==> src/logic/bhp_pkg.sv <==
// Package for the block handshake port wrapper.
// Assumes one clock; register map reached over Avalon-MM.
package bhp_pkg;

  // Register byte offsets
  localparam logic [3:0] ADDR_CONFIG = 4'h0;
  localparam logic [3:0] ADDR_STATUS = 4'h4;
  localparam logic [3:0] ADDR_RETURN = 4'h8;
  localparam logic [3:0] ADDR_COUNT = 4'hC;

  // Config field positions
  localparam int CFG_FUNC_LSB = 0;
  localparam int CFG_IN_LSB = 2;
  localparam int CFG_OUT_LSB = 6;
  localparam int CFG_REG_BIT = 10;

  // Status field positions
  localparam int STS_QUIET_BIT = 0;
  localparam int STS_DONE_BIT = 1;
  localparam int STS_STATE_LSB = 2;

  typedef enum logic [1:0] {
    NO_FUNCTION_HANDSHAKE = 2'h0,
    FULL_FUNCTION_HANDSHAKE = 2'h1,
    CHAINED_FUNCTION_HANDSHAKE = 2'h2
  } bhp_func_mode_type;

  typedef enum logic [3:0] {
    PLAIN_WIRE_PORT = 4'h0,
    RESET_STABLE_PORT = 4'h1,
    VALID_ONLY_PORT = 4'h2,
    ACKNOWLEDGE_ONLY_PORT = 4'h3,
    FULL_PORT_HANDSHAKE = 4'h4,
    OPTIONAL_VALID_PORT = 4'h5,
    FIFO_ACCESS_PORT = 4'h6,
    BURST_BUS_PORT = 4'h7
  } bhp_port_mode_type;

  typedef enum logic [5:0] {
    ST_IDLE = 6'h01,
    ST_READ = 6'h02,
    ST_MEMRD = 6'h04,
    ST_MEMWAIT = 6'h08,
    ST_WRITE = 6'h10,
    ST_DONE = 6'h20
  } bhp_state_type;

  // Reset values: full handshake, inputs plain, outputs valid
  localparam bhp_func_mode_type FUNC_RESET = FULL_FUNCTION_HANDSHAKE;
  localparam bhp_port_mode_type IN_RESET = PLAIN_WIRE_PORT;
  localparam bhp_port_mode_type OUT_RESET = VALID_ONLY_PORT;
  localparam logic REG_RESET = 1'b0;

endpackage

==> src/logic/bhp_function_block.sv <==
// Function block with block-level and port-level handshakes.
// Assumes the far parties are logic on the same clock.
//
// Behaviour
// Full handshake: start only on launch request
// Completion marks end and valid return value
// Quiescent flag high whenever not processing
// Accept-next flag shows input can be taken
// No-handshake mode: control ports stay inactive (quiescentFlag still goes high in ST_IDLE)
// Chained mode adds downstream continue input
// Continue low: finish, complete, then halt
// Default modes: plain in, valid out, RAM
// Plain port: data without handshake signals
// Stable input held constant between resets
// Valid input read stalls until valid
// Valid output asserted when data written
// Ack: read pulses ack, write waits ack
// Full handshake: valid/ack both directions
// Optional valid: plain in, valid out
// External RAM via data, address, enables
// FIFO input: read strobe, stall on empty
// FIFO output: write strobe, stall on full
// Bus mode: FIFO-style burst with address
// Registering holds data and protocol signals
// Registering needs full handshake; return registered
// Registered outputs held until execution ends
//
// The register offsets and the Avalon-MM register port were decided locally.
`timescale 1ns/1ps
module bhp_function_block #(
  parameter int DATA_W = 32,
  parameter int RAM_AW = 8
) (
  input wire logic clk, // 10 MHz clock
  input wire logic rst_b, // Async reset
  input wire logic [3:0] avs_address, // Byte address
  input wire logic avs_read, // Read request
  input wire logic avs_write, // Write request
  input wire logic [31:0] avs_writedata, // Write data
  input wire logic [3:0] avs_byteenable, // Byte lanes
  output logic [31:0] avs_readdata, // Read data
  output logic avs_waitrequest, // Stall
  input wire logic launchRequest, // Start invocation
  output logic completionFlag, // Invocation done
  output logic quiescentFlag, // Not processing
  output logic acceptNextFlag, // Input taken
  input wire logic downstreamContinue, // Chain continue
  output logic [DATA_W-1:0] returnValue, // Return value
  input wire logic [DATA_W-1:0] coefIn, // Stable argument
  input wire logic [DATA_W-1:0] inData, // Input argument
  input wire logic inValid, // Input valid
  output logic inAck, // Input acknowledge
  output logic inRead, // FIFO read strobe
  input wire logic inEmptyN, // FIFO not empty
  output logic [DATA_W-1:0] outData, // Output argument
  output logic outValid, // Output valid
  input wire logic outAckIn, // Output acknowledge
  output logic outWrite, // FIFO write strobe
  input wire logic outFullN, // FIFO not full
  output logic [RAM_AW-1:0] busAddr, // Burst bus address
  output logic [RAM_AW-1:0] ramAddr, // RAM address
  output logic ramCe, // RAM chip enable
  output logic ramWe, // RAM write enable
  output logic [DATA_W-1:0] ramWdata, // RAM write data
  input wire logic [DATA_W-1:0] ramRdata // RAM read data
);
  import bhp_pkg::*;

  bhp_state_type state_q;
  bhp_state_type state_d;
  bhp_func_mode_type funcMode_q;
  bhp_port_mode_type inMode_q;
  bhp_port_mode_type outMode_q;
  logic regEn_q;
  logic regActive;
  logic [DATA_W-1:0] inLatch_q;
  logic [DATA_W-1:0] result_q;
  logic [RAM_AW-1:0] ramAddr_q;
  logic [31:0] count_q;
  logic holdValid_q;
  logic busAck_q;
  logic [31:0] rdNext;
  logic inTake;
  logic outDone;
  logic startNow;
  logic chainHold;
  logic inIsFifo;
  logic outIsFifo;
  logic outHasValid;

  // Registering only counts with a handshake present
  // registering needs handshake
  assign regActive = regEn_q && (funcMode_q != NO_FUNCTION_HANDSHAKE);

  assign inIsFifo = (inMode_q == FIFO_ACCESS_PORT) ||
    (inMode_q == BURST_BUS_PORT);
  assign outIsFifo = (outMode_q == FIFO_ACCESS_PORT) ||
    (outMode_q == BURST_BUS_PORT);
  assign outHasValid = (outMode_q == VALID_ONLY_PORT) ||
    (outMode_q == OPTIONAL_VALID_PORT) ||
    (outMode_q == FULL_PORT_HANDSHAKE);

  // Input take condition per port mode
  always_comb
  begin
    case (inMode_q)
      // valid input stalls
      VALID_ONLY_PORT: inTake = inValid;
      // wait valid then ack
      FULL_PORT_HANDSHAKE: inTake = inValid;
      // fifo input stalls empty
      FIFO_ACCESS_PORT: inTake = inEmptyN;
      BURST_BUS_PORT: inTake = inEmptyN;
      // plain wire taken directly
      default: inTake = 1'b1;
    endcase
  end

  // Output completion condition per port mode
  always_comb
  begin
    case (outMode_q)
      // write waits for ack
      ACKNOWLEDGE_ONLY_PORT: outDone = outAckIn;
      FULL_PORT_HANDSHAKE: outDone = outAckIn;
      // fifo output stalls full
      FIFO_ACCESS_PORT: outDone = outFullN;
      BURST_BUS_PORT: outDone = outFullN;
      default: outDone = 1'b1;
    endcase
  end

  // launch gates start
  assign startNow = (funcMode_q == NO_FUNCTION_HANDSHAKE) || launchRequest;
  // hold done until continue
  assign chainHold = (funcMode_q == CHAINED_FUNCTION_HANDSHAKE) &&
    !downstreamContinue;

  always_comb
  begin
    state_d = state_q;
    case (state_q)
      ST_IDLE: if (startNow) state_d = ST_READ;
      ST_READ: if (inTake) state_d = ST_MEMRD;
      ST_MEMRD: state_d = ST_MEMWAIT;
      ST_MEMWAIT: state_d = ST_WRITE;
      ST_WRITE: if (outDone) state_d = ST_DONE;
      ST_DONE: if (!chainHold) state_d = ST_IDLE;
      default: state_d = ST_IDLE;
    endcase
  end

  always_ff @(posedge clk or negedge rst_b)
  begin
    if (!rst_b)
      state_q <= ST_IDLE;
    else
      state_q <= state_d;
  end

  // Function-level control outputs
  // idle while not processing
  assign quiescentFlag = (state_q == ST_IDLE);
  // completion; none in no-handshake mode
  assign completionFlag = (state_q == ST_DONE) &&
    (funcMode_q != NO_FUNCTION_HANDSHAKE);
  // ready for next input
  assign acceptNextFlag = (state_q == ST_READ) && inTake &&
    (funcMode_q != NO_FUNCTION_HANDSHAKE);

  // Input port strobes
  // read pulses ack
  assign inAck = (state_q == ST_READ) && inTake &&
    ((inMode_q == ACKNOWLEDGE_ONLY_PORT) ||
    (inMode_q == FULL_PORT_HANDSHAKE));
  // read strobe while wanting data
  assign inRead = (state_q == ST_READ) && inIsFifo;

  always_ff @(posedge clk or negedge rst_b)
  begin
    if (!rst_b)
      inLatch_q <= '0;
    else if (state_q == ST_READ && inTake)
      inLatch_q <= inData;
  end

  // stable input used as a plain wire
  always_ff @(posedge clk or negedge rst_b)
  begin
    if (!rst_b)
      result_q <= '0;
    else if (state_q == ST_MEMWAIT)
      result_q <= inLatch_q + ramRdata + coefIn;
  end

  // return valid with completion; registered
  assign returnValue = result_q;
  assign outData = result_q;

  // Output port strobes
  // valid with write; optional valid
  assign outValid = ((state_q == ST_WRITE) && outHasValid) || holdValid_q;
  // write strobe when space
  assign outWrite = (state_q == ST_WRITE) && outIsFifo && outFullN;

  // hold valid to end; until execution ends
  always_ff @(posedge clk or negedge rst_b)
  begin
    if (!rst_b)
      holdValid_q <= 1'b0;
    else if (state_q == ST_WRITE && outDone && regActive && outHasValid)
      holdValid_q <= 1'b1;
    else if (state_q == ST_DONE && !chainHold)
      holdValid_q <= 1'b0;
  end

  // external RAM read then write back
  assign ramAddr = ramAddr_q;
  assign ramCe = (state_q == ST_MEMRD) || (state_q == ST_DONE &&
    !chainHold);
  assign ramWe = (state_q == ST_DONE) && !chainHold;
  assign ramWdata = result_q;

  always_ff @(posedge clk or negedge rst_b)
  begin
    if (!rst_b)
      ramAddr_q <= '0;
    else if (ramWe)
      ramAddr_q <= ramAddr_q + 1'b1;
  end

  // burst address advances per bus beat
  always_ff @(posedge clk or negedge rst_b)
  begin
    if (!rst_b)
      busAddr <= '0;
    else if ((inRead && inEmptyN && inMode_q == BURST_BUS_PORT) ||
      (outWrite && outMode_q == BURST_BUS_PORT))
      busAddr <= busAddr + 1'b1;
  end

  always_ff @(posedge clk or negedge rst_b)
  begin
    if (!rst_b)
      count_q <= '0;
    else if (state_q == ST_DONE && !chainHold)
      count_q <= count_q + 32'h00000001;
  end

  // Avalon slave: one wait cycle per request
  assign avs_waitrequest = (avs_read || avs_write) && !busAck_q;

  always_ff @(posedge clk or negedge rst_b)
  begin
    if (!rst_b)
      busAck_q <= 1'b0;
    else
      busAck_q <= (avs_read || avs_write) && !busAck_q;
  end

  // default modes at reset
  always_ff @(posedge clk or negedge rst_b)
  begin
    if (!rst_b)
    begin
      funcMode_q <= FUNC_RESET;
      inMode_q <= IN_RESET;
      outMode_q <= OUT_RESET;
      regEn_q <= REG_RESET;
    end
    else if (avs_write && busAck_q && avs_address == ADDR_CONFIG)
    begin
      if (avs_byteenable[0])
      begin
        funcMode_q <= bhp_func_mode_type'(avs_writedata[CFG_FUNC_LSB+:2]);
        inMode_q <= bhp_port_mode_type'(avs_writedata[CFG_IN_LSB+:4]);
      end
      if (avs_byteenable[0] && avs_byteenable[1])
        outMode_q <= bhp_port_mode_type'(avs_writedata[CFG_OUT_LSB+:4]);
      if (avs_byteenable[1])
        regEn_q <= avs_writedata[CFG_REG_BIT];
    end
  end

  always_comb
  begin
    rdNext = 32'h00000000;
    case (avs_address)
      ADDR_CONFIG:
      begin
        rdNext[CFG_FUNC_LSB+:2] = funcMode_q;
        rdNext[CFG_IN_LSB+:4] = inMode_q;
        rdNext[CFG_OUT_LSB+:4] = outMode_q;
        rdNext[CFG_REG_BIT] = regEn_q;
      end
      ADDR_STATUS:
      begin
        rdNext[STS_QUIET_BIT] = quiescentFlag;
        rdNext[STS_DONE_BIT] = completionFlag;
        rdNext[STS_STATE_LSB+:6] = state_q;
      end
      ADDR_RETURN: rdNext = 32'(result_q);
      ADDR_COUNT: rdNext = count_q;
      default: rdNext = 32'h00000000;
    endcase
  end

  always_ff @(posedge clk or negedge rst_b)
  begin
    if (!rst_b)
      avs_readdata <= 32'h00000000;
    else if (avs_read && !busAck_q)
      avs_readdata <= rdNext;
  end

  // Checks
  property p_launch;
    @(posedge clk) disable iff (!rst_b)
    (state_q == ST_IDLE && funcMode_q != NO_FUNCTION_HANDSHAKE &&
      !launchRequest) |=> quiescentFlag;
  endproperty
  a_launch: assert property (p_launch)
    else $error("started without launch");

  property p_done;
    @(posedge clk) disable iff (!rst_b)
    (state_q == ST_WRITE && outDone &&
      funcMode_q != NO_FUNCTION_HANDSHAKE) |=> completionFlag;
  endproperty
  a_done: assert property (p_done)
    else $error("completion missing after write");

  property p_idle;
    @(posedge clk) disable iff (!rst_b)
    (quiescentFlag && launchRequest) |=> !quiescentFlag ##3 !quiescentFlag;
  endproperty
  a_idle: assert property (p_idle)
    else $error("idle during invocation");

  property p_none;
    @(posedge clk) disable iff (!rst_b)
    (funcMode_q == NO_FUNCTION_HANDSHAKE) |->
      !completionFlag && !acceptNextFlag;
  endproperty
  a_none: assert property (p_none)
    else $error("control active in no-handshake mode");

  property p_chain;
    @(posedge clk) disable iff (!rst_b)
    (completionFlag && funcMode_q == CHAINED_FUNCTION_HANDSHAKE &&
      !downstreamContinue) |=> completionFlag && $stable(result_q);
  endproperty
  a_chain: assert property (p_chain)
    else $error("proceeded without continue");

  property p_vldstall;
    @(posedge clk) disable iff (!rst_b)
    (state_q == ST_READ && !inValid && (inMode_q == VALID_ONLY_PORT ||
      inMode_q == FULL_PORT_HANDSHAKE)) |=> state_q == ST_READ;
  endproperty
  a_vldstall: assert property (p_vldstall)
    else $error("read passed without valid");

  property p_outvld;
    @(posedge clk) disable iff (!rst_b)
    (state_q == ST_WRITE && outMode_q == VALID_ONLY_PORT) |->
      outValid ##1 (state_q == ST_DONE);
  endproperty
  a_outvld: assert property (p_outvld)
    else $error("valid output not with write");

  property p_ack;
    @(posedge clk) disable iff (!rst_b)
    inAck |=> !inAck;
  endproperty
  a_ack: assert property (p_ack)
    else $error("input ack longer than a pulse");

  property p_fifoin;
    @(posedge clk) disable iff (!rst_b)
    (inRead && !inEmptyN) |=> inRead;
  endproperty
  a_fifoin: assert property (p_fifoin)
    else $error("fifo read left while empty");

  property p_fifoout;
    @(posedge clk) disable iff (!rst_b)
    (state_q == ST_WRITE && outIsFifo && !outFullN) |=>
      state_q == ST_WRITE;
  endproperty
  a_fifoout: assert property (p_fifoout)
    else $error("fifo write left while full");

  property p_hold;
    @(posedge clk) disable iff (!rst_b)
    (state_q == ST_WRITE && outDone && regActive &&
      outMode_q == VALID_ONLY_PORT) |=> outValid && completionFlag;
  endproperty
  a_hold: assert property (p_hold)
    else $error("registered valid not held");

endmodule

==> config.mk <==
export PLATFORM = sky130hd
export DESIGN_NAME = bhp_function_block
export DESIGN_NICKNAME = d
export VERILOG_FILES = /design/src/logic/bhp_pkg.sv /design/src/logic/bhp_function_block.sv
export SDC_FILE = /design/constraint.sdc
export NUM_CORES = 1
export LEC_CHECK = 0
export BUFFER_PORTS_ARGS = -buffer_cell sky130_fd_sc_hd__buf_2
export CORE_MARGIN = 1
export CORE_UTILIZATION = 40
export CTS_CLUSTER_SIZE = 8
export DETAILED_ROUTE_END_ITERATION = 7
export HOLD_SLACK_MARGIN = 0.05
export PLACE_DENSITY = 0.64
export SLEW_MARGIN = 10
export SYNTH_ARGS = -nofsm -noshare
export SYNTH_HDL_FRONTEND = slang
export SYNTH_SLANG_ARGS = --single-unit
export TNS_END_PERCENT = 1
==> constraint.sdc <==
create_clock -name clk -period 3.95 [get_ports clk]
set_input_delay 1.185 -clock clk [delete_from_list [all_inputs] [get_ports clk]]
set_output_delay 1.185 -clock clk [all_outputs]
set_load 0.01 [all_outputs]
==> reports/summary.log, run 1 <==
[outcome] status completed
[logic_synthesis] cell accounting for the most synthesized area sky130_fd_sc_hd__dfrtp_1
[logic_synthesis] Seq/Total Area, Yosys 0.421
[worst_setup_path] CP Data Arrival Time 4110 ps
[worst_setup_path] CP delay by family, top compound AO/OA/AOI/OAI gates
[worst_setup_path] Max FO, Critical Path 4
[grt] residual overflow from global routing 0
[clock_network] CTS sink cnt 163
[grt] vias in the first global route 7463
[sta] final critical-path setup slack 180 ps
[floorplan] overall die area 0.0249 sq mm
[placement] port buffer count 276
[clock_network] H-Tree Level Count 4
[layout] signed area change from the synthesized netlist to the final layout 21.6%
[drt] WL final 24.3 mm
[flow_run] max-capacitance violation count 0
[sta] max_slew headroom 0.388
[clock_network] Worst-Skew Late Latency 430 ps
[worst_setup_path] setup slack of the worst register-to-register path 700 ps
[sta] Least-Margin Pin Slew 910 ps
[sta] max-slew violations 0
[floorplan] area of the core 0.0236 sq mm
[pwr] internal power 4.91 mW
[placement] number of cells in the design after placement 1498
[min_path] worst min-delay path category reg -> reg
[logic_synthesis] number of flops mapped to enable cells by yosys 0
[logic_synthesis] Syn. warnings 0
[drt] via-per-instance ratio 5.03
[grt] number of antenna violations at the first check in global routing 2
[placement] final weighted congestion of routability-driven global placement 0.858
[sta] number of hold violations in the final report 0
[logic_synthesis] dominant synthesized flop cell sky130_fd_sc_hd__dfrtp_1
[worst_setup_path] worst endpoint required time 4290 ps
[layout] leading cell type in the layout, fill and taps excluded sky130_fd_sc_hd__buf_2
[floorplan] # IOs 300
[grt] total routing resource utilization after global routing 0.202
[layout] highest-count cells in the layout ignoring fill and taps sky130_fd_sc_hd__buf_2 (275), sky130_fd_sc_hd__dfrtp_1 (160), sky130_fd_sc_hd__nand2_1 (130)
[pwr] combinational share of power 0.501
[layout] Layout Cells excl Fill 1531
[drt] DR vias 7698
[worst_setup_path] delay of the slowest cell on the worst path 540 ps
[floorplan] die span in y 158 um
[grt] largest net degree at the start of global routing 59
[sta] Min Clock Period, post-route 3770 ps
[logic_synthesis] post-synthesis cell type count 70
[logic_synthesis] number of nets in the synthesized netlist 1171
[logic_synthesis] gate count after technology mapping 960
[logic_synthesis] biggest area contributors in the synthesized netlist sky130_fd_sc_hd__dfrtp_1 (41%), sky130_fd_sc_hd__fa_1 (6.6%), sky130_fd_sc_hd__buf_4 (5.1%)
[clock_network] number of buffers on the longest clock path 2
[logic_synthesis] area of the mapped netlist 0.00970 sq mm
[pwr] power density normalized to cell area 716 mW/mm^2
[logic_synthesis] mean instance size in the synthesized netlist 10.1 sq um
[drt] drt initial violations 452
[sta] minimum hold slack 465 ps
[sta] number of endpoints failing setup at the final stage 0
[sta] Fmax achieved 0.265 GHz
[floorplan] Std-Cell Rows 56
[clock_network] clock tree from TritonCTS built
[clock_network] root buffer selected by CTS sky130_fd_sc_hd__clkbuf_16
[drt] number of optimization iterations in the first detailed-route pass 5
[sta] setup skew after layout 10.5 ps
[pwr] fraction of power spent switching nets 0.418
[layout] share of final-layout standard cells stronger than drive strength 1 0.342
[worst_setup_path] worst path cell trace buf_2 -> fa_1 -> ha_1 -> inv_1 -> fa_1 -> nor2b_1 -> o31a_1 -> o31a_1 -> o21ai_1 -> a211o_1 -> buf_4 -> a21oi_1 -> nor3_1 -> o31ai_1
[logic_synthesis] flop and latch count out of synthesis 163
[clock_network] CTS clk-pin slew, worst paths 70 ps
[drt] Antenna Violating Nets Remaining 0
[drt] DR WL/cell 15.9 um
[sta] RSZ-0062 raised after global routing no
[worst_setup_path] Critical path buffers and inverters 3
[drt] DRC viols 0
[floorplan] Starting Density 0.411
[sta] final critical-path share of the clock period 0.955
[logic_synthesis] post-synthesis async set-or-reset flop share 1.00
[pwr] maximum resistive drop on vdd 338 uV
[pwr] leakage power of the design 5.73 nW
[clock_network] count of hold buffers inserted by post-cts repair 0
[logic_synthesis] top cell type's share of synthesized area 0.413
[worst_setup_path] critical path class in -> reg
[floorplan] Horiz. Die Dim 158 um
[worst_setup_path] kind of end point of the critical path flip-flop
[pwr] Clk network pwr share 0.194
[layout] net total in the final layout 1409
[worst_setup_path] Startpoint Class input pin
[grt] wire length of the first global-routing pass 38.9 mm
[worst_setup_path] Crit-path slowest cell sky130_fd_sc_hd__fa_1
[placement] detailed placer's ending HPWL 18.8 mm
[clock_network] CTS Buf Count 17
[pwr] switching power total 3.53 mW
[placement] Setup Slack @ Placement -341 ps
[pwr] portion of total power attributed to sequential cells 0.305
[worst reg2reg max path: cells and delay by family, from the launching register on]
family	cells	cell delay, ps
AO/OA/AOI/OAI	6	1290
adder cells (fa/ha/maj)	3	1040
flip-flops	1	390
buffers and inverters	2	220
AND/OR/NAND/NOR	2	220
[cells in the mapped netlist (18+ instances only)]
cell type	instances
sky130_fd_sc_hd__inv_1	19
sky130_fd_sc_hd__nand3_1	21
sky130_fd_sc_hd__xnor2_1	42
sky130_fd_sc_hd__o21ai_0	67
sky130_fd_sc_hd__nor2_1	45
sky130_fd_sc_hd__fa_1	32
sky130_fd_sc_hd__ha_1	33
sky130_fd_sc_hd__buf_4	66
sky130_fd_sc_hd__nand2_1	130
sky130_fd_sc_hd__clkbuf_1	24
sky130_fd_sc_hd__a22oi_1	22
sky130_fd_sc_hd__dfrtp_1	160
sky130_fd_sc_hd__nor3_1	18
sky130_fd_sc_hd__mux2_2	40
sky130_fd_sc_hd__a21oi_1	41
sky130_fd_sc_hd__xor2_1	25
[state kept, by name (all words and copies together), names as in the netlist, 6 cells and up]
name	cells
avs_readdata	32
count_q	32
inLatch_q	32
outData	32
busAddr	8
ramAddr	8
state_q	6
[repair_timing]
item / 4_1_cts / 5_1_grt
hold endpoints to repair: 0 / 0
endpoints found under the setup margin: 0 / 1
buffers inserted: 0 / 0
resized for setup: 0 / 1
[path summary, 6_finish.rpt]
check | startpoint | to | depth (start not counted)
worst max-delay path | coefIn[1] | outData[25] | 14
worst min-delay path | busAddr[7] | busAddr[7] | 1
worst max register to register | inLatch_q[1] | outData[25] | 13
worst min register to register | busAddr[7] | busAddr[7] | 1
max in group asynchronous | rst_b | outMode_q[1] | 2
min in group asynchronous | rst_b | inLatch_q[14] | 1
[metal layers]
layer | vias to the layer above | wire (um) | global-route usage
li1 | 3807 | - | -
met1 | 3639 | 11600 | 0.281
met2 | 220 | 11200 | 0.318
met3 | 32 | 1050 | 0.0298
met4 | 0 | 495 | 0.0781
met5 | - | 0 | 0
[power groups by stage]
stage / Combinational, mW / Sequential [mW] / Clock (mW)
2_1_floorplan: 3.09 / 2.49 / 0
4_1_cts: 4.25 / 2.58 / 1.68
3_5_place_dp: 4.22 / 2.61 / 0
5_1_grt: 4.77 / 2.64 / 1.74
3_3_place_gp: 4.18 / 2.59 / 0
6_report: 4.23 / 2.57 / 1.64
[cell families (layout without fill, tap and decap cells)]
kind of cell | after synthesis | in the layout | share of synthesized area
and+or+nand+nor | 301 | 301 | 0.152
AOI/OAI and AO/OA | 208 | 208 | 0.140
DFF | 163 | 163 | 0.421
buffers and inverters | 115 | 366 | 0.0711
xor gates and xnor gates | 67 | 67 | 0.0605
adders and majority gates | 65 | 65 | 0.109
muxes | 41 | 41 | 0.0475
other | 0 | 1 | 0
[stage by stage]
stage	total power [mW]	cell area, sq um	util	TNS (ps)
after global placement	6.76	11200	0.475	-1330
final	8.44	11800	0.499	0
after global routing	9.15	11800	0.499	0
after detailed placement	6.83	11200	0.475	-1570
after CTS	8.50	11800	0.499	0
after floorplan	5.58	9700	-	0
[area by class of cell]
type	instances	area [sq um]
inverter	19	71.3
tap	319	399
multi-input combinational	682	4970
fill	2236	11800
clock inverter	15	146
sequential	163	4080
clock buffer	17	425
timing repair buffer	315	1690
antenna	1	2.50
Note: power is estimated with default switching activity, not from simulation.
==> inputs of run 2 (changes only) <==
Settings changed: RECOVER_POWER set to 100.
==> run 2 against run 1 <==
The run now ends with max-capacitance violations, max-slew violations left. Core utilization down 1.5 points. Sequential power hardly changed. Total power shrank 1.7%. Clock power hardly changed. Combinational power is 4% lower. Sequential share of layout area increased by 1.0 points. Setup slack improved by 22 ps. Sequential cell count stayed put. Maximum frequency up 0.60%. Critical path type unchanged. Critical endpoint unchanged.
==> reports/summary.log, run 2 (synthesis gave the netlist of run 1 again) <==
[outcome] status finished, violations left
[outcome] violated checks max-capacitance violations, max-slew violations
[floorplan] # IOs 300 [unchanged]
[worst_setup_path] Startpoint Class input pin
[sta] Total Neg Setup Slack 0 ps [unchanged]
[sta] Fmax achieved 0.267 GHz [+0.60%]
[worst_setup_path] critical path class in -> reg
[worst_setup_path] Crit-path slowest cell sky130_fd_sc_hd__fa_1
[clock_network] Worst-Skew Late Latency 440 ps [about the same]
[sta] number of hold violations in the final report 0 [unchanged]
[grt] number of antenna violations at the first check in global routing 2 [unchanged]
[worst_setup_path] timing startpoint of the critical path coefIn[1]
[sta] max-slew violations 90 [+90]
[pwr] leakage power of the design 5.19 nW [-9.5%]
[drt] number of optimization iterations in the first detailed-route pass 5 [unchanged]
[pwr] power density normalized to cell area 725 mW/mm^2 [+1.3%]
[sta] Least-Margin Pin Slew 2030 ps [+1120 ps]
[clock_network] root buffer selected by CTS sky130_fd_sc_hd__clkbuf_16
[worst_setup_path] kind of end point of the critical path flip-flop
[grt] largest net degree at the start of global routing 59 [unchanged]
[layout] share of final-layout standard cells stronger than drive strength 1 0.192 [-0.149]
[placement] number of cells in the design after placement 1498 [unchanged]
[drt] DRC viols 0 [unchanged]
[layout] leading cell type in the layout, fill and taps excluded sky130_fd_sc_hd__clkbuf_1
[sta] setup skew after layout 10.8 ps [+0.366 ps]
[grt] total routing resource utilization after global routing 0.202 [unchanged]
[placement] final weighted congestion of routability-driven global placement 0.858 [unchanged]
[grt] wire length of the first global-routing pass 38.9 mm [unchanged]
[floorplan] area of the core 0.0236 sq mm [unchanged]
[placement] port buffer count 276 [unchanged]
[grt] residual overflow from global routing 0 [unchanged]
[floorplan] die span in y 158 um [unchanged]
[layout] signed area change from the synthesized netlist to the final layout 18.0%
[pwr] total power 8.30 mW [-1.7%]
[worst_setup_path] delay of the slowest cell on the worst path 540 ps [about the same]
[drt] DR vias 7772 [+0.96%]
[min_path] critical hold path startpoint busAddr[7]
[drt] DR WL/cell 16.0 um [+0.71%]
[clock_network] H-Tree Level Count 4 [unchanged]
[pwr] maximum resistive drop on vdd 337 uV [-0.56%]
[clock_network] CTS sink cnt 163 [unchanged]
[sta] max_slew headroom -0.354 [-0.742]
[drt] WL final 24.5 mm [+0.71%]
[drt] drt initial violations 429 [-5.1%]
[layout] FILL cells 2349 [+5.1%]
[sta] RSZ-0062 raised after global routing no
[drt] Antenna Violating Nets Remaining 0 [unchanged]
[layout] Layout Cells excl Fill 1531 [unchanged]
[grt] vias in the first global route 7463 [unchanged]
[clock_network] CTS clk-pin slew, worst paths 70 ps [about the same]
[floorplan] Horiz. Die Dim 158 um [unchanged]
[clock_network] buffers inserted by post-CTS timing repair 0 [unchanged]
[worst_setup_path] Max FO, Critical Path 4 [unchanged]
[floorplan] Std-Cell Rows 56 [unchanged]
[worst_setup_path] worst endpoint required time 4290 ps [about the same]
[worst_setup_path] worst path cell trace clkbuf_1 -> fa_1 -> ha_1 -> inv_1 -> fa_1 -> nor2b_1 -> o31a_1 -> o31a_1 -> o21ai_1 -> a211o_1 -> clkbuf_1 -> a21oi_1 -> nor3_1 -> o31ai_1
[min_path] worst min-delay path category reg -> reg
[layout] highest-count cells in the layout ignoring fill and taps sky130_fd_sc_hd__clkbuf_1 (171), sky130_fd_sc_hd__dfrtp_1 (160), sky130_fd_sc_hd__nand2_1 (130)
[worst_setup_path] CP Data Arrival Time 4090 ps [-20 ps]
[floorplan] Starting Density 0.411 [unchanged]
[flow_run] max-capacitance violation count 2 [+2]
[sta] Min Clock Period, post-route 3750 ps [-22.5 ps]
[worst_setup_path] r2r startpoint state_q[2]
[sta] final critical-path setup slack 202 ps [+22.5 ps]
[clock_network] clock tree from TritonCTS built
[drt] via-per-instance ratio 5.08 [+0.96%]
[floorplan] overall die area 0.0249 sq mm [unchanged]
[layout] final cell utilization of the core 0.485 [-0.0146]
[placement] detailed placer's ending HPWL 18.8 mm [unchanged]
[sta] final critical-path share of the clock period 0.949 [-0.00569]
[sta] number of endpoints failing setup at the final stage 0 [unchanged]
[layout] net total in the final layout 1409 [unchanged]
[clock_network] number of buffers on the longest clock path 2 [unchanged]
[placement] Setup Slack @ Placement -341 ps [unchanged]
[clock_network] CTS Buf Count 17 [unchanged]
[run 2: cell count changes in the layout (fill, tap and decap cells not counted), moves of 2 or more]
| cell | previous run | this run |
|---|---|---|
| sky130_fd_sc_hd__nor3_1 | 18 | 20 |
| sky130_fd_sc_hd__buf_2 | 275 | 115 |
| sky130_fd_sc_hd__clkbuf_2 | 0 | 3 |
| sky130_fd_sc_hd__buf_4 | 38 | 24 |
| sky130_fd_sc_hd__clkbuf_1 | 0 | 171 |
| sky130_fd_sc_hd__and2_0 | 0 | 3 |
| sky130_fd_sc_hd__and2_1 | 5 | 2 |
| sky130_fd_sc_hd__nand3_2 | 2 | 0 |
| sky130_fd_sc_hd__nand3_1 | 21 | 23 |
| sky130_fd_sc_hd__clkbuf_4 | 0 | 2 |
[run 2: per-stage QoR]
stage | instance area [sq um] | hold slack, ps
5_1_grt | 11400 | 490
4_1_cts | 11800 | 470
2_1_floorplan | 9700 | 442
6_report | 11400 | 467
3_5_place_dp | 11200 | 451
3_3_place_gp | 11200 | 454
[run 2: repair_timing]
action / 4_1_cts / 5_1_grt
setup endpoints to repair: 0 / 1
hold buffers: 0 / 0
gates resized for setup: 0 / 1
[run 2: final timing paths]
check	end	slack [ps]	cells past startpoint
worst max-delay path	outData[25]	200	14
worst min-delay path	busAddr[7]	470	1
worst max register to register	count_q[31]	560	9
worst min register to register	busAddr[7]	470	1
max in group asynchronous	count_q[2]	690	2
min in group asynchronous	inLatch_q[16]	1110	1
[run 2: layer usage]
layer | GRT usage | part of all wire | vias to the layer above
li1 | - | - | 3803
met1 | 0.281 | 0.47 | 3712
met2 | 0.318 | 0.46 | 225
met3 | 0.0298 | 0.045 | 32
met4 | 0.0781 | 0.019 | 0
met5 | 0 | 0 | -
[run 2: area by class of cell]
cell class / count / area, sq um / area share
clock inverters: 15 / 146 / 0.0128
multi-input cells: 682 / 4890 / 0.427
diodes: 1 / 2.50 / 0.000219
repair buffers: 315 / 1430 / 0.125
well taps: 319 / 399 / 0.0349
clock buffers: 17 / 425 / 0.0372
flip-flops and latches: 163 / 4080 / 0.357
inverters: 19 / 71.3 / 0.00623
[run 2: critical path, delay by kind of cell]
kind                       cells  cell delay (ps)
and+or+nand+nor                2              220
AOI/OAI and AO/OA              6             1300
buffers and inverters          3              290
adders and majority gates      3             1090
[run 2: power breakdown]
part / total, mW / switching, mW / internal (mW) / leakage [nW]
clock: 1.64 / 0.756 / 0.884 / 0.270
combinational: 4.07 / 2.27 / 1.80 / 2.85
sequential: 2.59 / 0.520 / 2.07 / 2.07
total: 8.30 / 3.55 / 4.75 / 5.19
==> inputs of run 3 (changes only) <==
Settings changed: CORE_UTILIZATION 40 to 27, PLACE_DENSITY 0.64 to 0.47.
==> run 3 against run 2 <==
The run still ends with max-capacitance violations, max-slew violations left. Sequential cell count unchanged. Setup slack got worse by 39 ps. Critical endpoint unchanged. Cell area increased by 2.6%. Sequential power increased by 2%. Cell count increased by 9.9%.
==> reports/summary.log, run 3 (synthesis gave the netlist of run 1 again) <==
[layout] net total in the final layout 1421 [+0.85%]
[clock_network] Resized Gates After CTS 0 [unchanged]
[floorplan] die span in y 192 um [+21%]
[clock_network] Worst-Skew Late Latency 440 ps [about the same]
[drt] DR WL/cell 16.6 um [+4.1%]
[drt] Antenna Violating Nets Remaining 0 [unchanged]
[pwr] combinational share of power 0.495 [+0.004]
[placement] Post-Place Cell Area 0.0115 sq mm [+2.4%]
[floorplan] Std-Cell Rows 69 [+23%]
[pwr] internal power 4.94 mW [+4.0%]
[sta] number of hold violations in the final report 0 [unchanged]
[worst_setup_path] delay of the slowest cell on the worst path 540 ps [about the same]
[sta] max-slew violations 91 [+1.1%]
[drt] DRC viols 0 [unchanged]
[layout] area of the multi-input gates 0.00490 sq mm [+0.10%]
[layout] Seq. cell area 0.00408 sq mm [unchanged]
[placement] port buffer count 276 [unchanged]
[grt] vias in the first global route 7519 [+0.75%]
[layout] Finished Cell Area 0.0117 sq mm [+2.6%]
[sta] setup skew after layout 14.2 ps [+3.39 ps]
[sta] Least-Margin Pin Slew 1630 ps [-401 ps]
[sta] Min Clock Period, post-route 3790 ps [+38.7 ps]
[drt] via-per-instance ratio 4.56 [-10%]
[pwr] leakage power of the design 5.27 nW [+1.7%]
[pwr] switching power total 3.67 mW [+3.5%]
[clock_network] CTS sink cnt 163 [unchanged]
[worst_setup_path] Critical path buffers and inverters 3 [unchanged]
[grt] total routing resource utilization after global routing 0.156 [-0.0469]
[min_path] cell count of the worst hold path 1 [unchanged]
[worst_setup_path] critical path class in -> reg
[worst_setup_path] Startpoint Class input pin
[sta] minimum hold slack 472 ps [+5.10 ps]
[sta] Fmax achieved 0.264 GHz [-1.0%]
[placement] final weighted congestion of routability-driven global placement 0.806 [-6.1%]
[worst_setup_path] worst endpoint required time 4290 ps [about the same]
[sta] number of endpoints failing setup at the final stage 0 [unchanged]
[floorplan] area of the core 0.0355 sq mm [+50%]
[floorplan] overall die area 0.0367 sq mm [+47%]
[worst_setup_path] CP delay by family, top compound AO/OA/AOI/OAI gates
[pwr] Clk network pwr share 0.200 [+0.002]
[sta] max_slew headroom -0.0863 [+0.267]
[min_path] worst min-delay path category reg -> reg
[floorplan] Horiz. Die Dim 192 um [+21%]
[clock_network] number of buffers on the longest clock path 2 [unchanged]
[grt] number of antenna violations at the first check in global routing 0 [-2]
[outcome] status finished, violations left
[layout] signed area change from the synthesized netlist to the final layout 21.1%
[sta] final critical-path share of the clock period 0.959 [+0.00979]
[worst_setup_path] number of cell instances on the worst register-to-register path 13 [+4]
[layout] final cell utilization of the core 0.331 [-0.154]
[worst_setup_path] kind of end point of the critical path flip-flop
[worst_setup_path] CP Data Arrival Time 4120 ps [+30 ps]
[drt] number of optimization iterations in the first detailed-route pass 5 [unchanged]
[pwr] portion of total power attributed to sequential cells 0.305 [-0.007]
[worst_setup_path] Crit-path slowest cell sky130_fd_sc_hd__fa_1
[worst_setup_path] worst path cell trace buf_2 -> fa_1 -> ha_1 -> inv_1 -> fa_1 -> nor2b_1 -> o31a_1 -> o31a_1 -> o21ai_1 -> a211o_1 -> buf_4 -> a21oi_1 -> nor3_1 -> o31ai_1
[sta] RSZ-0062 raised after global routing yes
[clock_network] root buffer selected by CTS sky130_fd_sc_hd__clkbuf_16
[pwr] maximum resistive drop on vdd 305 uV [-9.5%]
[layout] antenna diode count 0 [-1]
[drt] WL final 28.0 mm [+14%]
[floorplan] # IOs 300 [unchanged]
[clock_network] count of hold buffers inserted by post-cts repair 0 [unchanged]
[worst_setup_path] stages on the worst setup path 14 [unchanged]
[layout] share of final-layout standard cells stronger than drive strength 1 0.203 [+0.0105]
[layout] leading cell type in the layout, fill and taps excluded sky130_fd_sc_hd__clkbuf_1
[worst_setup_path] Max FO, Critical Path 4 [unchanged]
[pwr] fraction of power spent switching nets 0.427 [-0.00121]
[clock_network] H-Tree Level Count 4 [unchanged]
[clock_network] CTS Buf Count 17 [unchanged]
[clock_network] CTS clk-pin slew, worst paths 70 ps [about the same]
[drt] DR vias 7676 [-1.2%]
[grt] residual overflow from global routing 0 [unchanged]
[pwr] power density normalized to cell area 733 mW/mm^2 [+1.1%]
[layout] highest-count cells in the layout ignoring fill and taps sky130_fd_sc_hd__clkbuf_1 (167), sky130_fd_sc_hd__dfrtp_1 (160), sky130_fd_sc_hd__nand2_1 (130)
[floorplan] Starting Density 0.273 [-0.137]
[flow_run] max-capacitance violation count 2 [unchanged]
[clock_network] buffers inserted by post-CTS timing repair 0 [unchanged]
[grt] largest net degree at the start of global routing 63 [+6.8%]
[grt] wire length of the first global-routing pass 43.3 mm [+12%]
[layout] FILL cells 3796 [+62%]
[drt] drt initial violations 342 [-20%]
[placement] detailed placer's ending HPWL 21.6 mm [+15%]
[outcome] violated checks max-capacitance violations, max-slew violations
[clock_network] clock tree from TritonCTS built
## run 3: path summary, 6_finish.rpt
path / slack (ps) / from / endpoint
worst min-delay path: 470 / busAddr[7] / busAddr[7]
min in group asynchronous: 1150 / rst_b / busAck_q
worst min register to register: 470 / busAddr[7] / busAddr[7]
worst max register to register: 690 / inLatch_q[1] / outData[25]
max in group asynchronous: 650 / rst_b / inLatch_q[16]
worst max-delay path: 160 / coefIn[1] / outData[25]
## run 3: power groups by stage
stage	registers (mW)	logic [mW]	clock network, mW
2_1_floorplan	2.49	3.09	0
3_3_place_gp	2.64	4.43	0
3_5_place_dp	2.66	4.44	0
4_1_cts	2.63	4.47	1.79
5_1_grt	2.70	4.81	1.85
6_report	2.63	4.26	1.72
## run 3: through the flow
step	worst slack [ps]	setup TNS, ps	total power, mW	instances
final	163	0	8.61	1683
after global routing	-48.6	-80.9	9.36	1683
after CTS	114	0	8.89	1683
after detailed placement	-352	-2160	7.10	1652
after global placement	-362	-1950	7.07	1652
after floorplan	61.4	0	5.58	960
## run 3: routing by layer
layer | wire [um] | GRT usage
met5 | 0 | 0
met4 | 293 | 0.0449
met2 | 13000 | 0.238
met1 | 13900 | 0.224
met3 | 879 | 0.0253
## run 3: final cells by class
cell class,instances,share of cell area
Clock buffer,20,0.0397
Sequential cell,163,0.348
Tap cell,461,0.0491
Multi-Input combinational cell,682,0.417
Inverter,19,0.00607
Clock inverter,11,0.0110
Timing Repair Buffer,327,0.129
